<file path="config.mk">
export PLATFORM = sky130hd
export DESIGN_NAME = sdcc_ctrl
export DESIGN_NICKNAME = d
export VERILOG_FILES = /design/src/sdcc_ctrl.v /design/src/sdcc_serial_slave.v
export VERILOG_INCLUDE_DIRS = /design/src /design/src/src
export SDC_FILE = /design/constraint.sdc
export NUM_CORES = 1
export LEC_CHECK = 0
export BUFFER_PORTS_ARGS = -buffer_cell sky130_fd_sc_hd__buf_2
export CAP_MARGIN = 20
export CORE_AREA = 3 3 118 120
export CTS_BUF_LIST = sky130_fd_sc_hd__clkbuf_4 sky130_fd_sc_hd__clkbuf_8
export CTS_CLUSTER_DIAMETER = 50
export CTS_CLUSTER_SIZE = 12
export DETAILED_ROUTE_END_ITERATION = 6
export DIE_AREA = 0 0 121 123
export MAX_ROUTING_LAYER = met4
export SLEW_MARGIN = 20
export SYNTH_ARGS = -nofsm -noshare
export SYNTH_HDL_FRONTEND = slang
export SYNTH_SLANG_ARGS = --single-unit
export TNS_END_PERCENT = 20
</file>
<file path="constraint.sdc">
create_clock -name sys_clk -period 2.7 [get_ports sys_clk]
set_input_delay 0.135 -clock sys_clk [delete_from_list [all_inputs] [get_ports sys_clk]]
set_output_delay 0.135 -clock sys_clk [all_outputs]
set_load 0.03 [all_outputs]
</file>
<file path="src/sdcc_map.vh">
// Summary of operation
// Output post-divider offers seven ratios: 2, 4, 6, 8, 12, 16, 32.
// Second output runs at first output rate or at half of it.
// In parallel mode all divider settings come straight from the pins.
// Parallel interface has priority over the serial interface.
// Serial slave can read and write the divider configuration registers.
// Two bits of the serial slave address come from the address pins.
// A status output shows whether the PLL is locked.
// Each output is disabled while its stop input is low.
// Outputs stop and restart synchronously, with no runt pulses.
// System holds the factory test enable low in normal operation.
// Reference select picks crystal or external reference clock.
// Reference is divided by the pre-divider before PLL multiplication.
// Divider settings may change while running, without reset.
// Bypass select routes the reference around the PLL.
// Interface select decides whether pins or serial bus set dividers.
// Master reset returns the configuration logic to its reset state.
// Reference select low uses external clock, high uses crystal.
// Interface select low takes pins, high takes serial registers.
// Defaults: feedback 0111110100b, post code 010, half 0, pre 1.
// Bypass low divides reference by post-dividers; high uses the PLL.
// Lock drops on divider change or master reset, returns after relock.
`ifndef SDCC_MAP_VH
`define SDCC_MAP_VH
// Default divider settings
`define SDCC_M_DEF 10'h1F4
`define SDCC_NA_DEF 3'h2
`define SDCC_NB_DEF 1'b0
`define SDCC_P_DEF 1'b1
// Serial register indices and field positions of register 0
`define SDCC_REG_CTRL 1'b0
`define SDCC_REG_MLOW 1'b1
`define SDCC_F_P 7
`define SDCC_F_NB 6
`define SDCC_F_NA_HI 5
`define SDCC_F_NA_LO 3
`define SDCC_F_MHI_HI 1
`define SDCC_F_MHI_LO 0
// Upper five bits of the serial slave address
`define SDCC_ADDR_BASE 5'h1A
// Serial protocol phases
`define SDCC_PH_IDLE 3'h0
`define SDCC_PH_ADDR 3'h1
`define SDCC_PH_PTR 3'h2
`define SDCC_PH_WR 3'h3
`define SDCC_PH_RD 3'h4
// Relock settle time and clock period in ns
`define SDCC_SETTLE_NS 5000
`define SDCC_CLK_NS 50
`define SDCC_SETTLE_CYC (`SDCC_SETTLE_NS / `SDCC_CLK_NS)
`endif

</file>
<file path="src/sdcc_ctrl.v">
`timescale 1ns/100ps
`include "sdcc_map.vh"
module sdcc_ctrl #(
    parameter SETTLE_CYC = `SDCC_SETTLE_CYC,
    parameter PRE_DIV_HI = 2
) (
    input wire sys_clk,
    input wire rst,
    input wire master_rst,
    input wire test_en,
    input wire cfg_source_select,
    input wire [9:0] m_pins,
    input wire [2:0] post_div_a_pins,
    input wire post_div_b_half_sel,
    input wire pre_div_pin,
    input wire [1:0] adr_pins,
    input wire scl_in,
    input wire sda_in,
    output wire sda_out,
    output wire sda_oe,
    input wire ref_sel,
    input wire bypass_sel,
    input wire [1:0] out_stop_n,
    input wire ref_clk_in,
    input wire crystal_osc_pins,
    input wire vco_clk_in,
    input wire pll_lock_raw,
    output reg [9:0] pll_m,
    output reg pll_p,
    output reg pll_ref_out,
    output reg out_a,
    output reg out_b,
    output reg lock
);
    // Map a post-divider code onto half its ratio; code 000 falls back to 1
    function [4:0] sdcc_half_ratio;
        input [2:0] code;
        begin
            case (code)
                3'h2: sdcc_half_ratio = 5'h02;
                3'h3: sdcc_half_ratio = 5'h03;
                3'h4: sdcc_half_ratio = 5'h04;
                3'h5: sdcc_half_ratio = 5'h06;
                3'h6: sdcc_half_ratio = 5'h08;
                3'h7: sdcc_half_ratio = 5'h10;
                default: sdcc_half_ratio = 5'h01;
            endcase
        end
    endfunction

    // Every pin input passes two flip-flops before use
    localparam SW = 26;
    wire [SW-1:0] pin_raw = {master_rst, test_en, cfg_source_select, m_pins,
        post_div_a_pins, post_div_b_half_sel, pre_div_pin, ref_sel, bypass_sel,
        out_stop_n, ref_clk_in, crystal_osc_pins, vco_clk_in, pll_lock_raw};
    reg [SW-1:0] pin_s1, pin_s2;
    reg [1:0] adr_s1, adr_s2;
    always @(posedge sys_clk) begin
        pin_s1 <= pin_raw;
        pin_s2 <= pin_s1;
        adr_s1 <= adr_pins; // Strapped pins, but a board may still move them live
        adr_s2 <= adr_s1;
    end
    wire mr_s = pin_s2[25];
    wire test_s = pin_s2[24];
    wire src_s = pin_s2[23];
    wire [9:0] m_s = pin_s2[22:13];
    wire [2:0] na_s = pin_s2[12:10];
    wire nb_s = pin_s2[9];
    wire p_s = pin_s2[8];
    wire rsel_s = pin_s2[7];
    wire byp_s = pin_s2[6];
    wire [1:0] stop_n_s = pin_s2[5:4];
    wire refx_s = pin_s2[3];
    wire xtal_s = pin_s2[2];
    wire vco_s = pin_s2[1];
    wire lock_s = pin_s2[0];

    // Master reset acts just like the system reset on all configuration state
    wire int_rst = rst | mr_s;

    wire [9:0] reg_m;
    wire [2:0] reg_na;
    wire reg_nb, reg_p, reg_wr;
    sdcc_serial_slave u_slave (
        .sys_clk(sys_clk),
        .rst(int_rst),
        .adr_pins(adr_s2),
        .scl_in(scl_in),
        .sda_in(sda_in),
        .sda_out(sda_out),
        .sda_oe(sda_oe),
        .reg_m(reg_m),
        .reg_na(reg_na),
        .reg_nb(reg_nb),
        .reg_p(reg_p),
        .reg_wr(reg_wr)
    );

    // Active divider settings: pins when select is low, serial registers when high
    reg [2:0] na_act;
    reg nb_act;
    always @(posedge sys_clk) begin
        if (int_rst) begin
            pll_m <= `SDCC_M_DEF;
            pll_p <= `SDCC_P_DEF;
            na_act <= `SDCC_NA_DEF;
            nb_act <= `SDCC_NB_DEF;
        end else if (!src_s) begin
            pll_m <= m_s;
            pll_p <= p_s;
            na_act <= na_s;
            nb_act <= nb_s;
        end else begin
            pll_m <= reg_m;
            pll_p <= reg_p;
            na_act <= reg_na;
            nb_act <= reg_nb;
        end
    end

    // Reference select: low takes the external clock, high the crystal
    wire ref_s = rsel_s ? xtal_s : refx_s;
    reg ref_d;
    always @(posedge sys_clk) begin
        ref_d <= ref_s;
    end
    wire ref_rise = ref_s & ~ref_d;

    // Pre-divided reference for the PLL phase detector; only rising edges counted
    reg [4:0] pre_cnt;
    wire [4:0] pre_half = pll_p ? PRE_DIV_HI[5:1] : 5'h00;
    always @(posedge sys_clk) begin
        if (int_rst) begin
            pre_cnt <= 5'h00;
            pll_ref_out <= 1'b0;
        end else if (pre_half == 5'h00) begin
            pll_ref_out <= ref_s;
        end else if (ref_rise) begin
            if (pre_cnt >= pre_half - 5'h01) begin
                pre_cnt <= 5'h00;
                pll_ref_out <= ~pll_ref_out;
            end else begin
                pre_cnt <= pre_cnt + 5'h01;
            end
        end
    end

    // Bypass low feeds the reference to the post-divider, high feeds the VCO
    wire src_clk = byp_s ? vco_s : ref_s;
    reg src_d;
    always @(posedge sys_clk) begin
        src_d <= src_clk;
    end
    wire src_tick = src_clk & ~src_d;

    // Post-divider: toggles phase every half ratio of source edges
    reg [4:0] div_cnt;
    reg ph_a, ph_b;
    wire [4:0] half_a = sdcc_half_ratio(na_act);
    wire div_edge = src_tick && (div_cnt >= half_a - 5'h01);
    always @(posedge sys_clk) begin
        if (int_rst) begin
            div_cnt <= 5'h00;
            ph_a <= 1'b0;
            ph_b <= 1'b0;
        end else if (src_tick) begin
            // A new ratio applies to the count in progress; a count already past it ends the phase at the next edge
            if (div_edge) begin
                div_cnt <= 5'h00;
                ph_a <= ~ph_a;
                if (!ph_a)
                    ph_b <= ~ph_b;
            end else begin
                div_cnt <= div_cnt + 5'h01;
            end
        end
    end

    // Second output follows first, or takes half rate on each first-output rise
    wire next_b_phase = nb_act ? ph_b : ph_a;

    // Stop gating: enables change only while the gated output is low,
    // so a stop or restart never clips a high pulse
    reg en_a, en_b;
    always @(posedge sys_clk) begin
        if (int_rst) begin
            en_a <= 1'b0;
            en_b <= 1'b0;
            out_a <= 1'b0;
            out_b <= 1'b0;
        end else begin
            if (!out_a && !ph_a)
                en_a <= stop_n_s[0];
            if (!out_b && !next_b_phase)
                en_b <= stop_n_s[1];
            out_a <= ph_a & en_a;
            out_b <= next_b_phase & en_b;
        end
    end

    // Lock qualification: any divider change or reset restarts the settle wait
    reg [9:0] m_prev;
    reg [2:0] na_prev;
    reg nb_prev, p_prev;
    reg [15:0] settle;
    wire cfg_chg = (pll_m != m_prev) || (na_act != na_prev) || (nb_act != nb_prev)
        || (pll_p != p_prev) || reg_wr;
    always @(posedge sys_clk) begin
        m_prev <= pll_m;
        na_prev <= na_act;
        nb_prev <= nb_act;
        p_prev <= pll_p;
        if (int_rst) begin
            settle <= 16'h0000;
            lock <= 1'b0;
        end else begin
            if (cfg_chg || !lock_s)
                settle <= 16'h0000;
            else if (settle != SETTLE_CYC[15:0])
                settle <= settle + 16'h0001;
            // Test mode must stay low; if it is raised the lock cannot be trusted
            lock <= lock_s && !cfg_chg && !test_s
                && (settle == SETTLE_CYC[15:0]);
        end
    end
endmodule

</file>
<file path="src/sdcc_serial_slave.v">
`timescale 1ns/100ps
`include "sdcc_map.vh"
module sdcc_serial_slave (
    input wire sys_clk,
    input wire rst,
    input wire [1:0] adr_pins,
    input wire scl_in,
    input wire sda_in,
    output wire sda_out,
    output reg sda_oe,
    output reg [9:0] reg_m,
    output reg [2:0] reg_na,
    output reg reg_nb,
    output reg reg_p,
    output reg reg_wr
);
    reg scl_s1, scl_s2, scl_d;
    reg sda_s1, sda_s2, sda_d;
    reg [2:0] phase;
    reg [3:0] bitc;
    reg [7:0] shreg;
    reg ptr;
    wire scl_rise = scl_s2 & ~scl_d;
    wire scl_fall = ~scl_s2 & scl_d;
    wire start_c = scl_s2 & scl_d & sda_d & ~sda_s2;
    wire stop_c = scl_s2 & scl_d & ~sda_d & sda_s2;
    wire [6:0] my_addr = {`SDCC_ADDR_BASE, adr_pins};
    wire [7:0] rdata = (ptr == `SDCC_REG_CTRL) ? {reg_p, reg_nb, reg_na, 1'b0, reg_m[9:8]}
        : reg_m[7:0];

    // Open drain: only ever pulls low
    assign sda_out = 1'b0;

    // Two-stage synchronisers, then one delay stage for edge finding
    always @(posedge sys_clk) begin
        scl_s1 <= scl_in;
        scl_s2 <= scl_s1;
        scl_d <= scl_s2;
        sda_s1 <= sda_in;
        sda_s2 <= sda_s1;
        sda_d <= sda_s2;
    end

    // Protocol engine; registers may be written at any time, even while running
    always @(posedge sys_clk) begin
        reg_wr <= 1'b0;
        if (rst) begin
            phase <= `SDCC_PH_IDLE;
            bitc <= 4'h0;
            shreg <= 8'h00;
            ptr <= 1'b0;
            sda_oe <= 1'b0;
            reg_m <= `SDCC_M_DEF;
            reg_na <= `SDCC_NA_DEF;
            reg_nb <= `SDCC_NB_DEF;
            reg_p <= `SDCC_P_DEF;
        end else if (start_c) begin
            phase <= `SDCC_PH_ADDR;
            bitc <= 4'h0;
            sda_oe <= 1'b0;
        end else if (stop_c) begin
            phase <= `SDCC_PH_IDLE;
            sda_oe <= 1'b0;
        end else if (scl_rise && phase != `SDCC_PH_IDLE) begin
            if (bitc != 4'h8) begin
                if (phase != `SDCC_PH_RD)
                    shreg <= {shreg[6:0], sda_s2};
                bitc <= bitc + 4'h1;
            end else begin
                bitc <= 4'h0;
                // Master not acknowledging ends the read
                if (phase == `SDCC_PH_RD && sda_s2)
                    phase <= `SDCC_PH_IDLE;
            end
        end else if (scl_fall && phase != `SDCC_PH_IDLE) begin
            if (bitc == 4'h8) begin
                case (phase)
                    `SDCC_PH_ADDR: begin
                        if (shreg[7:1] == my_addr) begin
                            sda_oe <= 1'b1;
                            phase <= shreg[0] ? `SDCC_PH_RD : `SDCC_PH_PTR;
                        end else begin
                            phase <= `SDCC_PH_IDLE;
                        end
                    end
                    `SDCC_PH_PTR: begin
                        ptr <= shreg[0];
                        sda_oe <= 1'b1;
                        phase <= `SDCC_PH_WR;
                    end
                    `SDCC_PH_WR: begin
                        // Byte write with pointer auto-increment
                        if (ptr == `SDCC_REG_CTRL) begin
                            reg_p <= shreg[`SDCC_F_P];
                            reg_nb <= shreg[`SDCC_F_NB];
                            reg_na <= shreg[`SDCC_F_NA_HI:`SDCC_F_NA_LO];
                            reg_m[9:8] <= shreg[`SDCC_F_MHI_HI:`SDCC_F_MHI_LO];
                        end else begin
                            reg_m[7:0] <= shreg;
                        end
                        reg_wr <= 1'b1;
                        ptr <= ~ptr;
                        sda_oe <= 1'b1;
                    end
                    default: sda_oe <= 1'b0;
                endcase
            end else if (phase == `SDCC_PH_RD) begin
                if (bitc == 4'h0) begin
                    shreg <= rdata;
                    sda_oe <= ~rdata[7];
                    ptr <= ~ptr;
                end else begin
                    sda_oe <= ~shreg[3'd7 - bitc[2:0]];
                end
            end else begin
                sda_oe <= 1'b0;
            end
        end
    end
endmodule

</file>
## After elaboration in Yosys (flattened, before gate mapping)

Index checks and enable logic that the tools add are counted.

| word-level totals | value |
|---|---|
| register bits after elaboration | 161 |
| latch bits | 0 |
| memory bits (writable) | 0 |
| memory bits (read-only) | 0 |
| bits of input ports | 32 |
| memories kept | 0 |

| cells by class | value |
|---|---|
| add/subtract/negate cells | 7 |
| multipliers | 0 |
| divide/modulo/power cells | 0 |
| $lt $le $gt $ge | 3 |
| equality and inequality tests | 29 |
| shift operators | 0 |
| mux-type cells | 45 |
| bitwise operators | 30 |
| reductions and logical operators | 53 |

Operators with widths:

| kind | count |
|---|---|
| 2-to-1 mux 8 bit | 8 |
| case mux 5 bit (6 select lines) | 1 |
| 2-to-1 mux 3 bit | 8 |
| AND reduction 7 bit | 3 |
| 2-to-1 mux 1 bit | 20 |
| NOT 1 bit | 18 |
| adder 16 x 1 -> 16 bit, second input constant | 1 |
| equality test 16 x 7 -> 1 bit, second input constant | 1 |
| != test 16 x 7 -> 1 bit, second input constant | 1 |
| nonzero test 2 bit | 8 |
| equality test 3 bit, second input constant | 5 |
| equality test 3 x 2 -> 1 bit, second input constant | 4 |
| bitwise AND 1 bit | 11 |
| adder 5 x 1 -> 5 bit, second input constant | 2 |
| >= comparator 5 bit | 2 |
| 2-to-1 mux 10 bit | 1 |
| 2-to-1 mux 5 bit | 2 |
| != test 10 bit | 1 |
| AND reduction 5 bit | 2 |
| logical AND 1 bit | 9 |
| != test 3 bit, second input constant | 3 |
| != test 2 bit, second input constant | 4 |
| != test 4 x 2 -> 1 bit, second input constant | 2 |
| AND reduction 2 bit | 4 |
| 29 further kinds | 46 |

## Longest topological paths before layout

Gate-level depths: netlist of the first run.

| logic depth | value |
|---|---|
| depth after elaboration | 9 |
| gate-level depth with buffers | 8 |
| mapped depth without buffers | 8 |

## Hierarchy

From an unflattened synthesis of the first run, not the netlist that was laid out.

| unflattened totals | value |
|---|---|
| cells, all modules | 564 |
| area total of the unflattened synthesis | 5,924.4 µm² |

By module, submodules not included:

| module | instances | cells each | area each (µm²) |
|---|---|---|---|
| sdcc_ctrl | 1 | 339 | 3,876.2 |
| sdcc_serial_slave | 1 | 225 | 2,048.2 |

## Worst setup path before layout of the first run

OpenSTA, ideal clock, no wires.

| timing path | value |
|---|---|
| kind | register -> register |
| from | reg u_slave.bitc[0] |
| to | reg u_slave.reg_p |
| library setup time | 0.129 ns |
| arrival time | 1.909 ns |
| path slack | 0.661 ns |
| cell stages (with the launch flop) | 9 |
| cells stage by stage | dfxtp_1 -> inv_1 -> ha_1 -> nand3b_4 -> or4_1 -> or3_1 -> buf_6 -> mux2i_1 -> nand2_1 |

| on the way | value |
|---|---|
| cells in the longest elaborated chain, start to end | 2 |

RTL lines:

| element | RTL line | RTL |
|---|---|---|
| start, declared | sdcc_serial_slave.v:20 | `reg [3:0] bitc;` |
| start signal, assigned | sdcc_serial_slave.v:68 | `bitc <= bitc + 4'h1;` |
| equality test 4 bit | sdcc_serial_slave.v:76 | `if (bitc == 4'h8) begin` |
| AND reduction 7 bit (no source line) | - |  |
| end signal, assigned | sdcc_serial_slave.v:56 | `` reg_p <= `SDCC_P_DEF; `` |
| end signal, assigned | sdcc_serial_slave.v:94 | `` reg_p <= shreg[`SDCC_F_P]; `` |
| end, declared | sdcc_serial_slave.v:14 | `output reg reg_p,` |

Every way passes these cells.
A chain may end at the register's enable or synchronous reset.

## Worst setup path after layout of the first run

Ends and elaborated chain as after synthesis.

==> reports/qor.csv, run 1 <==
stage,metric,value,unit
pwr,Worst IR Drop VDD,0.0004326,V
detailed_routing,drt first pass iters,4,
placement,gpl congestion,0.9179,
detailed_routing,Routed wire per std cell,13.72,um
setup_path,Crit-path slowest cell,or3_1,
min_path,Hold Crit Class,in2reg,
timing,RSZ-0062 raised after global routing,no,
yosys,leading register cell type out of synthesis,dfxtp_1,
pwr,leakage power,2.871,nW
setup_path,Setup crit start,u_slave.bitc[0],
layout,share of layout cells above drive strength 1,14.85,%
clock_network,Worst-path clk slew,80,ps
pwr,Comb power frac,4.3,%
timing,Setup Viol. Count Final,0,
detailed_routing,Final Routed Wirelength,11370,um
timing,post-layout min period,2287,ps
die,row cnt,42,
pwr,Int Pwr,0.003411,W
detailed_routing,initial DRC count,238,
yosys,library cells used by synthesis,55,
timing,Fmax achieved,437.2,MHz
pwr,Seq pwr share,56.0,%
clock_network,CTS Buffer Depth,2,
detailed_routing,Vias/cell,4.893,
yosys,async set-reset flop share out of synthesis,0,%
die,Die W,121,um
global_route,gr ovfl total,0,
die,core area,13090,um2
setup_path,CP arrival,2620,ps
timing,Pins Over Slew Limit,0,
yosys,Ys Warns,0,
layout,synthesis-to-layout area growth,19.09,%
setup_path,worst r2r src,u_slave.bitc[0],
setup_path,"Cell Chain, Critical Path","inv_1, ha_1, nand3b_4, or4_1, or3_1, mux2i_1, nand2_1",
setup_path,CP Capture Type,register,
die,IO Pins,49,
global_route,largest net degree at the start of global routing,26,
pwr,P per Cell Area,639.5,nW/um2
detailed_routing,ANT nets after route,0,
clock_network,post-CTS resize count,0,
pwr,Clock Power Share,39.7,%
timing,setup TNS,0,ps
detailed_routing,# DRC,0,
yosys,share of the yosys chip area belonging to registers,55.33,%
clock_network,# clock sinks,161,
setup_path,critical path class,reg2reg,
placement,Port Buf Inserts,47,
clock_network,hold buffers post-CTS,31,
setup_path,Critical Path Source Type,register,
yosys,"EDFF count, synth",0,
global_route,vias in the first global route,4001,
timing,Fin. Hold Viols,0,
yosys,Synthesized Nets,604,
timing,Relative slew margins,35.84,%
clock_network,CTS buffer count,17,
clock_network,post-CTS setup buffers,0,
min_path,worst hold path startpoint,m_pins[1],
clock_network,worst-skew pair later-pin latency,450,ps
outcome,status,"complete, no violations",
timing,Final period util,84.72,%
timing,Max Clock Skew,13.87,ps
global_route,first-pass GRT wire length,19330,um
timing,Hold WS,316.0,ps
yosys,mapped cell area,5826,um2
clock_network,Root Buffer,clkbuf_8,
yosys,Mean Syn Cell Area,10.48,um2
run,max-cap viol count,0,
layout,Final nets,688,
global_route,All-Layer GR Usage,17.13,%
pwr,Switching Share,23.11,%
yosys,post-synthesis register bit count,161,
setup_path,"Max FO, Critical Path",10,
setup_path,required time worst endpoint,3030,ps
die,Die Y,123,um
die,DIE AREA,14880,um2
placement,Final HPWL DP,7901,um
layout,n_diodes,0,
pwr,sw power,0.001025,W
clock_network,CTS tree,built,
timing,worst-margin pin slew,961.1,ps
die,Starting Density,44.52,%
clock_network,H-tree depth,4,
global_route,initial antenna violation count,0,
setup_path,Max stage delay on crit path,520,ps
yosys,Synth Instances,556,
detailed_routing,total number of vias,4056,
placed cells by master (no fill, tap or decap), types with 10 or more instances in the layout:
cell and instances:
xor2_1 27, nand2_1 54, xnor2_1 16, nor2_1 64, mux2i_1 45, clkbuf_8 18
dlygate4sd3_1 31, inv_1 13, ha_1 16, dfxtp_1 161, a21oi_1 23, nand2b_1 10
buf_2 47
power by group through the flow:
stage                     combinational (W)  sequential, W  clock [W]
after floorplan                    0.000102        0.00253          0
after global placement             0.000155        0.00254          0
after detailed placement           0.000159        0.00254          0
after CTS                          0.000194        0.00248    0.00182
after global routing               0.000216        0.00249    0.00194
final                              0.000193        0.00248    0.00176
layer usage:
metal  global-route usage [%]  share of wire (%)  vias to the layer above
li1                         -                  -                     2070
met1                    21.09                 47                     1904
met2                    27.72                 49                       74
met3                    4.712                3.7                        8
met4                    5.099               0.81                        0
met5                        -                  0                        -
cells in the mapped netlist (3+ instances only):
master / instances / area share (%)
a211o_1: 7 / 1.1
a211oi_1: 4 / 0.52
a21o_1: 6 / 0.77
a21oi_1: 23 / 2.0
a31oi_1: 3 / 0.32
and3_1: 6 / 0.64
buf_2: 4 / 0.34
clkbuf_1: 8 / 0.52
dfxtp_1: 161 / 55
ha_1: 16 / 3.4
inv_1: 13 / 0.84
mux2_2: 3 / 0.58
mux2i_1: 45 / 7.7
nand2_1: 54 / 3.5
nand2b_1: 10 / 1.1
nand3_1: 9 / 0.77
nand4_1: 9 / 0.97
nor2_1: 64 / 4.1
nor2b_1: 3 / 0.32
nor3_1: 5 / 0.43
nor4_1: 6 / 0.64
nor4b_1: 3 / 0.45
o21ai_0: 9 / 0.77
or2_2: 3 / 0.32
or3_1: 4 / 0.43
xnor2_1: 16 / 2.4
xor2_1: 27 / 4.1
logic make-up (layout without fill, tap and decap cells):
logic type	after synthesis	in the layout	share of synthesized area [%]
and+or+nand+nor	190	190	15.92
buffers and inverters	30	127	2.341
other	2	2	0.1289
AOI/OAI and AO/OA	64	64	7.303
adders and majority gates	16	16	3.436
muxes	50	50	9.085
xor gates and xnor gates	43	43	6.465
DFF	161	161	55.33
registers in the layout, indices dropped and copies added (netlist names), 8 cells and up:
register and cells:
pin_s1 26, pin_s2 26, settle 16, m_prev 10, pll_m 10, u_slave.reg_m 10
u_slave.shreg 8
worst paths after layout:
kind | endpoint | slack (ps) | cells past startpoint
max | u_slave.reg_p | 410 | 7
min | pin_s1[14] | 320 | 2
max reg2reg | u_slave.reg_p | 410 | 7
min reg2reg | pin_s2[17] | 330 | 0
final cells by class:
class                      count  area [um2]
multi-input combinational    365        2466
clock buffer                  19       255.2
sequential                   161        3223
fill                        1149        6147
tap                          176       220.2
inverter                      13       48.80
timing repair buffer          82       575.6
clock inverter                13       148.9
through the flow:
| stage | std cells | total power, W | util [%] | area (um2) | setup WS (ps) |
|---|---|---|---|---|---|
| floorplan | 556 | 0.002634 | - | 5826 | 661.4 |
| global placement | 766 | 0.002693 | 47.56 | 6223 | 495.0 |
| detailed placement | 766 | 0.002699 | 47.56 | 6223 | 412.2 |
| CTS | 829 | 0.004502 | 53.02 | 6938 | 400.2 |
| global route | 829 | 0.004645 | 53.02 | 6938 | 276.0 |
| finish | 829 | 0.004437 | 53.02 | 6938 | 412.5 |
worst max-delay path: cells and delay by family (launching register included):
kind / cells / cell delay, ps
AND/OR/NAND/NOR: 4 / 1260
flip-flops: 1 / 390
multiplexers: 1 / 210
adder cells (fa/ha/maj): 1 / 230
buffers and inverters: 1 / 80
Power figures use the tool's default switching activity.
==> run 2: changes to the inputs <==
Settings changed: ABC_AREA set to 1, CORE_AREA 3 3 118 120 to 3 3 121 123, DIE_AREA 0 0 121 123 to 0 0 124 126.
Clock period 2.7 ns to 2.3 ns, I/O delays scaled along.
==> run 2 against run 1 <==
  * Die area up 5.0%
  * Synthesized cell count rose by 36%
  * Area after synthesis rose by 4.2%
  * Critical path depth grew 2
  * Sequential share of layout area shrank 1.8 points
  * Register-to-register slack worse by 99 ps
==> reports/qor.csv, run 2 <==
stage,metric,value,unit,change
clock_network,CTS buffer count,17,,unchanged
yosys,library cells used by synthesis,34,,-38%
clock_network,Worst-path clk slew,90,ps,about the same
setup_path,worst reg2reg path depth,9,,+2
pwr,leakage power,3.263,nW,+14%
clock_network,worst-skew pair later-pin latency,450,ps,about the same
pwr,Worst IR Drop VDD,0.0003386,V,-22%
layout,"commonest non-fill, non-tap cells in the layout","169 x nand2_1, 161 x dfxtp_1, 100 x nor2_1",,
yosys,post-synthesis register bit count,161,,unchanged
pwr,Clock Power Share,38.7,%,-1.0 points
detailed_routing,Final Routed Wirelength,12680,um,+12%
detailed_routing,ANT nets after route,0,,unchanged
setup_path,Crit-path slowest cell,dfxtp_1,,
yosys,Mean Syn Cell Area,8.011,um2,-24%
detailed_routing,total number of vias,4901,,+21%
global_route,first-pass GRT wire length,21800,um,+13%
yosys,Synth top cells by count,"169 x nand2_1, 161 x dfxtp_1, 100 x nor2_1",,
min_path,Hold Crit Class,in2reg,,
setup_path,"Max FO, Critical Path",10,,unchanged
detailed_routing,# DRC,0,,unchanged
placement,Final HPWL DP,9062,um,+15%
detailed_routing,initial DRC count,322,,+35%
layout,"most common cell after layout, fill and taps aside",nand2_1,,
run,max-cap viol count,0,,unchanged
setup_path,CP Capture Type,register,,
global_route,met3 global-route usage,5.164,%,+0.45 points
die,Starting Density,44.09,%,-0.43 points
die,Die W,124,um,+2.5%
min_path,Hold Path Stages,5,,+3
placement,gpl congestion,0.8447,,-8.0%
setup_path,critical path class,reg2reg,,
yosys,largest area contributor in the netlist,dfxtp_1,,
setup_path,reg-to-reg endpoint,u_slave.reg_m[0],,
pwr,Comb power frac,5.2,%,+0.9 points
die,IO Pins,49,,unchanged
timing,post-layout min period,1986,ps,-301.1 ps
min_path,hold endpoint,u_slave.phase[0],,
die,DIE AREA,15620,um2,+5.0%
setup_path,CP arrival,2340,ps,-280 ps
global_route,vias in the first global route,4811,,+20%
global_route,gr ovfl total,0,,unchanged
clock_network,post-CTS resize count,0,,unchanged
global_route,gr busiest metal,met2,,
die,core area,13770,um2,+5.3%
yosys,mapped cell area,6072,um2,+4.2%
layout,filler cell count in the final layout,1375,,+20%
timing,Fmax achieved,503.4,MHz,+15%
clock_network,CTS Buffer Depth,2,,unchanged
placement,Port Buf Inserts,47,,unchanged
clock_network,Root Buffer,clkbuf_8,,
layout,n_diodes,0,,unchanged
yosys,leading register cell type out of synthesis,dfxtp_1,,
yosys,async set-reset flop share out of synthesis,0,%,unchanged
placement,DP Cell Count,977,,+28%
yosys,Synthesized Nets,806,,+33%
die,row cnt,43,,+2.4%
global_route,M2 GR Usage,30.64,%,+2.9 points
global_route,largest net degree at the start of global routing,32,,+23%
outcome,status,"complete, no violations",,
setup_path,"setup slack, reg-to-reg",310,ps,-100 ps
timing,Final period util,86.36,%,+1.6 points
setup_path,CP most frequent cell,nor2_1,,
timing,Fin. Hold Viols,0,,unchanged
timing,Pins Over Slew Limit,0,,unchanged
layout,share of layout cells above drive strength 1,13.15,%,-1.7 points
pwr,Switching Share,23.14,%,+0.031 points
layout,Final nets,894,,+30%
pwr,P per Cell Area,717.4,nW/um2,+12%
pwr,Seq pwr share,56.1,%,about the same
yosys,Ys Warns,0,,unchanged
timing,Max Clock Skew,13.34,ps,-0.5316 ps
timing,RSZ-0062 raised after global routing,no,,
detailed_routing,Routed wire per std cell,12.21,um,-11%
pwr,Int Pwr,0.003983,W,+17%
yosys,Yosys top cell area share,53.08,%,-2.2 points
setup_path,worst r2r src,u_slave.bitc[0],,
clock_network,H-tree depth,4,,unchanged
setup_path,required time worst endpoint,2650,ps,-380 ps
layout,synthesis-to-layout area growth,18.96,%,
layout,non-filler instance count after layout,1039,,+25%
yosys,synth top area cells,"dfxtp_1 53%, nand2_1 10%, nor2_1 6.2%",,
timing,Setup Viol. Count Final,0,,unchanged
global_route,initial antenna violation count,0,,unchanged
die,Die Y,126,um,+2.4%
detailed_routing,Vias/cell,4.717,,-3.6%
global_route,met1 Use GR,20.57,%,-0.52 points
min_path,worst hold path startpoint,rst,,
timing,setup TNS,0,ps,unchanged
setup_path,"Cell Chain, Critical Path","inv_1, ha_1, nand3_2, nor2_1, nand2_1, nor3_4, inv_2, nor2_1, nor2_1",,
yosys,"count leader, synth",nand2_1,,
global_route,All-Layer GR Usage,18.19,%,+1.1 points
clock_network,# clock sinks,161,,unchanged
clock_network,CTS tree,built,,
pwr,sw power,0.001199,W,+17%
yosys,"EDFF count, synth",0,,unchanged
detailed_routing,drt first pass iters,5,,+1
setup_path,Critical Path Source Type,register,,
yosys,Synth Instances,758,,+36%
setup_path,Max stage delay on crit path,380,ps,-140 ps
yosys,share of the yosys chip area belonging to registers,53.08,%,-2.2 points
layout,biggest regs,"pin_s1 x26, pin_s2 x26, settle x16",,
==> run 2: layer usage <==
metal | vias to the layer above | routed length [um]
met5 | - | 0
met4 | 0 | 191
met3 | 17 | 440
met2 | 79 | 6464
met1 | 2234 | 5585
li1 | 2571 | -
==> run 2: what timing repair did <==
| action | CTS | global route |
|---|---|---|
| endpoints found under the hold margin | 30 | 0 |
| buffers inserted | 0 | 0 |
| hold buffers | 30 | 0 |
==> run 2: power by group through the flow <==
stage | combinational [W] | sequential [W] | clock [W]
after floorplan | 0.000138 | 0.00298 | 0
after global placement | 0.000224 | 0.00297 | 0
after detailed placement | 0.000231 | 0.00298 | 0
after CTS | 0.000270 | 0.00291 | 0.00207
after global routing | 0.000305 | 0.00292 | 0.00221
final | 0.000268 | 0.00291 | 0.00201
==> run 2: how the worst max path moves through the flow <==
stage / to / slack [ps] / startpoint / depth (start not counted)
floorplan: pre_cnt[0] / 540 / pll_p / 9
global placement: u_slave.reg_m[1] / 460 / u_slave.bitc[0] / 9
detailed placement: u_slave.reg_m[0] / 360 / u_slave.bitc[0] / 9
CTS: u_slave.reg_m[0] / 340 / u_slave.bitc[0] / 9
global route: u_slave.reg_m[0] / 100 / u_slave.bitc[0] / 9
finish: u_slave.reg_m[0] / 310 / u_slave.bitc[0] / 9
==> run 2: cell type report <==
type	count	area [um2]	area share (%)
clock buffers	22	296.5	4.105
inverters	89	334.1	4.625
repair buffers	84	600.6	8.315
well taps	180	225.2	3.118
clock inverters	10	102.6	1.420
multi-input cells	493	2441	33.80
flip-flops and latches	161	3223	44.62
==> run 2: cells by family (layout without fill, tap and decap cells) <==
kind of cell	Yosys count	after routing	synth area share, %
other	2	2	0.1237
adders and majority gates	16	16	3.297
and+or+nand+nor	365	365	26.03
DFF	161	161	53.08
buffers and inverters	104	205	6.718
AOI/OAI and AO/OA	89	89	7.727
xor gates and xnor gates	21	21	3.029
==> run 2: critical path: cells and delay by family, from the launching register on <==
family | cells | cell delay [ps]
buffers and inverters | 2 | 330
and+or+nand+nor | 6 | 950
adders and majority gates | 1 | 230
DFF | 1 | 380
==> run 2: per-stage QoR <==
step / worst slack [ps] / cell area [um2] / power, W / hold WS (ps) / util [%]
after floorplan: 537.4 / 6072 / 0.003115 / 142.7 / -
after global placement: 459.5 / 6524 / 0.003198 / 217.0 / 47.37
after detailed placement: 364.2 / 6524 / 0.003206 / 218.6 / 47.37
after CTS: 335.2 / 7223 / 0.005246 / 156.2 / 52.44
after global routing: 95.66 / 7223 / 0.005439 / 204.3 / 52.44
final: 313.6 / 7223 / 0.005182 / 175.7 / 52.44
==> run 3: changes to the inputs <==
Settings changed: PLACE_DENSITY_LB_ADDON set to 0.1.
==> run 3 against run 2 <==
  * Non-clock buffer count shrank 1
  * Via count shrank 1.2%
  * Critical path depth is the same
  * Global-route usage shrank 0.055 points
  * Clock power grew 8%
  * Count of clock-buffer cells in the layout shrank 4
  * Wire length grew 1.2%
  * Sequential share of layout area shrank 0.13 points
  * Critical path type unchanged
  * Largest cell class unchanged
==> reports/qor.csv, run 3 (same netlist as run 2, synthesis figures left out) <==
stage,metric,value,unit,change
clock_network,worst-skew pair later-pin latency,430,ps,-20 ps
clock_network,CTS Buffer Depth,2,,unchanged
clock_network,Worst-path clk slew,90,ps,about the same
die,core area,13770,um2,unchanged
placement,gpl congestion,0.8756,,+3.7%
global_route,All-Layer GR Usage,18.13,%,-0.055 points
layout,biggest regs,"pin_s1 x26, pin_s2 x26, settle x16",,
layout,Finished Core Util,52.60,%,+0.15 points
layout,share of layout cells above drive strength 1,13.05,%,-0.10 points
timing,Max Clock Skew,14.38,ps,+1.034 ps
min_path,Hold Path Stages,5,,unchanged
clock_network,# clock sinks,161,,unchanged
setup_path,CP Capture Type,register,,
detailed_routing,wire length on met2,6564,um,+1.5%
clock_network,CTS tree,built,,
die,IO Pins,49,,unchanged
timing,Relative slew margins,66.13,%,
min_path,Hold Crit Class,in2reg,,
timing,Pins Over Slew Limit,0,,unchanged
pwr,Worst IR Drop VDD,0.0004746,V,+40%
detailed_routing,initial DRC count,268,,-17%
timing,post-layout min period,1985,ps,-1.259 ps
setup_path,CP arrival,2310,ps,-30 ps
timing,Final period util,86.31,%,about the same
die,DIE AREA,15620,um2,unchanged
timing,setup TNS,0,ps,unchanged
detailed_routing,ANT nets after route,0,,unchanged
pwr,leakage power,3.263,nW,about the same
detailed_routing,Top Metal Used,met4,,
die,row cnt,43,,unchanged
placement,Port Buf Inserts,47,,unchanged
timing,worst-margin pin slew,507.6,ps,
layout,filler cell count in the final layout,1360,,-1.1%
die,Die Y,126,um,unchanged
detailed_routing,Vias/cell,4.663,,-1.1%
detailed_routing,total number of vias,4840,,-1.2%
layout,Final nets,893,,-0.11%
clock_network,H-tree depth,4,,unchanged
setup_path,worst reg2reg path depth,9,,unchanged
min_path,worst hold path startpoint,rst,,
global_route,gr ovfl total,0,,unchanged
clock_network,CTS buffer count,17,,unchanged
timing,RSZ-0062 raised after global routing,no,,
layout,"most common cell after layout, fill and taps aside",nand2_1,,
placement,Final HPWL DP,9161,um,+1.1%
global_route,largest net degree at the start of global routing,32,,unchanged
setup_path,"setup slack, reg-to-reg",310,ps,about the same
setup_path,reg-to-reg endpoint,u_slave.reg_m[1],,
detailed_routing,met3 wire length,381,um,-13%
run,max-cap viol count,0,,unchanged
die,Die W,124,um,unchanged
setup_path,Critical Path Source Type,register,,
min_path,hold endpoint,pll_m[0],,
pwr,P per Cell Area,738.1,nW/um2,+2.9%
setup_path,required time worst endpoint,2620,ps,-30 ps
clock_network,post-CTS setup buffers,0,,unchanged
setup_path,critical path class,reg2reg,,
global_route,vias in the first global route,4774,,-0.77%
timing,Fmax achieved,503.8,MHz,about the same
timing,Fin. Hold Viols,0,,unchanged
global_route,initial antenna violation count,0,,unchanged
detailed_routing,# DRC,0,,unchanged
detailed_routing,Final Routed Wirelength,12840,um,+1.2%
setup_path,"Max FO, Critical Path",10,,unchanged
global_route,first-pass GRT wire length,21840,um,+0.16%
die,Starting Density,44.09,%,unchanged
layout,"commonest non-fill, non-tap cells in the layout","169 x nand2_1, 161 x dfxtp_1, 100 x nor2_1",,
detailed_routing,drt first pass iters,4,,-1
detailed_routing,wl on met1,5737,um,+2.7%
clock_network,Root Buffer,clkbuf_8,,
layout,synthesis-to-layout area growth,19.31,%,
setup_path,Setup crit start,u_slave.bitc[0],,
setup_path,worst r2r src,u_slave.bitc[0],,
layout,n_diodes,0,,unchanged
detailed_routing,Routed wire per std cell,12.37,um,+1.3%
timing,Setup Viol. Count Final,0,,unchanged
outcome,status,"complete, no violations",,
[run 3: cell type report]
class	instances	area [um2]	share of cell area, %
clock buffers	18	247.7	3.420
clock inverters	14	180.2	2.487
inverters	89	334.1	4.611
multi-input cells	493	2441	33.70
flip-flops and latches	161	3223	44.49
well taps	180	225.2	3.109
repair buffers	83	593.1	8.187
[run 3: power breakdown]
part | switching [W] | total [W] | internal (W)
Combinational | 0.000148 | 0.000267 | 0.000119
Clock | 0.00105 | 0.00217 | 0.00112
Sequential | 0.0000378 | 0.00291 | 0.00287
[run 3: layer usage]
metal  vias up  track usage, %
met1      2203           21.24
li1       2569               -
met4         0           4.510
met2        57           30.96
met5         -               -
met3        11           4.625
[run 3: worst max-delay path, cell delays in order, from the launching register on]
cell     delay, ps
dfxtp_1        380
inv_1          190
ha_1           240
nand3_2        180
nor2_1         140
nand2_1        110
nor3_4         340
inv_2          130
nor2_1         120
nor2_1          50
[run 3: timing repair]
item | 4_1_cts | 5_1_grt
hold buffers | 30 | 0
hold endpoints to repair | 30 | 0
gates resized for setup | 0 | 0
endpoints found under the setup margin | 0 | 0
[run 3: stage by stage]
step                instance area [um2]  power (W)  worst slack (ps)  hold WS [ps]  std cells
finish                             7244   0.005347             314.9         258.0       1038
global route                       7244   0.005610             81.41         271.7       1038
global placement                   6516   0.003200             444.5         217.4        976
floorplan                          6072   0.003115             537.4         142.7        758
detailed placement                 6516   0.003205             373.9         218.6        976
CTS                                7244   0.005427             340.9         247.8       1038
[run 3: how the worst max path moves through the flow]
| stage | cells after the start | slack (ps) | endpoint |
|---|---|---|---|
| after floorplan | 9 | 540 | pre_cnt[0] |
| after global placement | 9 | 440 | u_slave.reg_m[0] |
| after detailed placement | 9 | 370 | u_slave.reg_m[1] |
| after CTS | 9 | 340 | u_slave.reg_m[1] |
| after global routing | 9 | 80 | u_slave.reg_m[0] |
| final | 9 | 310 | u_slave.reg_m[1] |
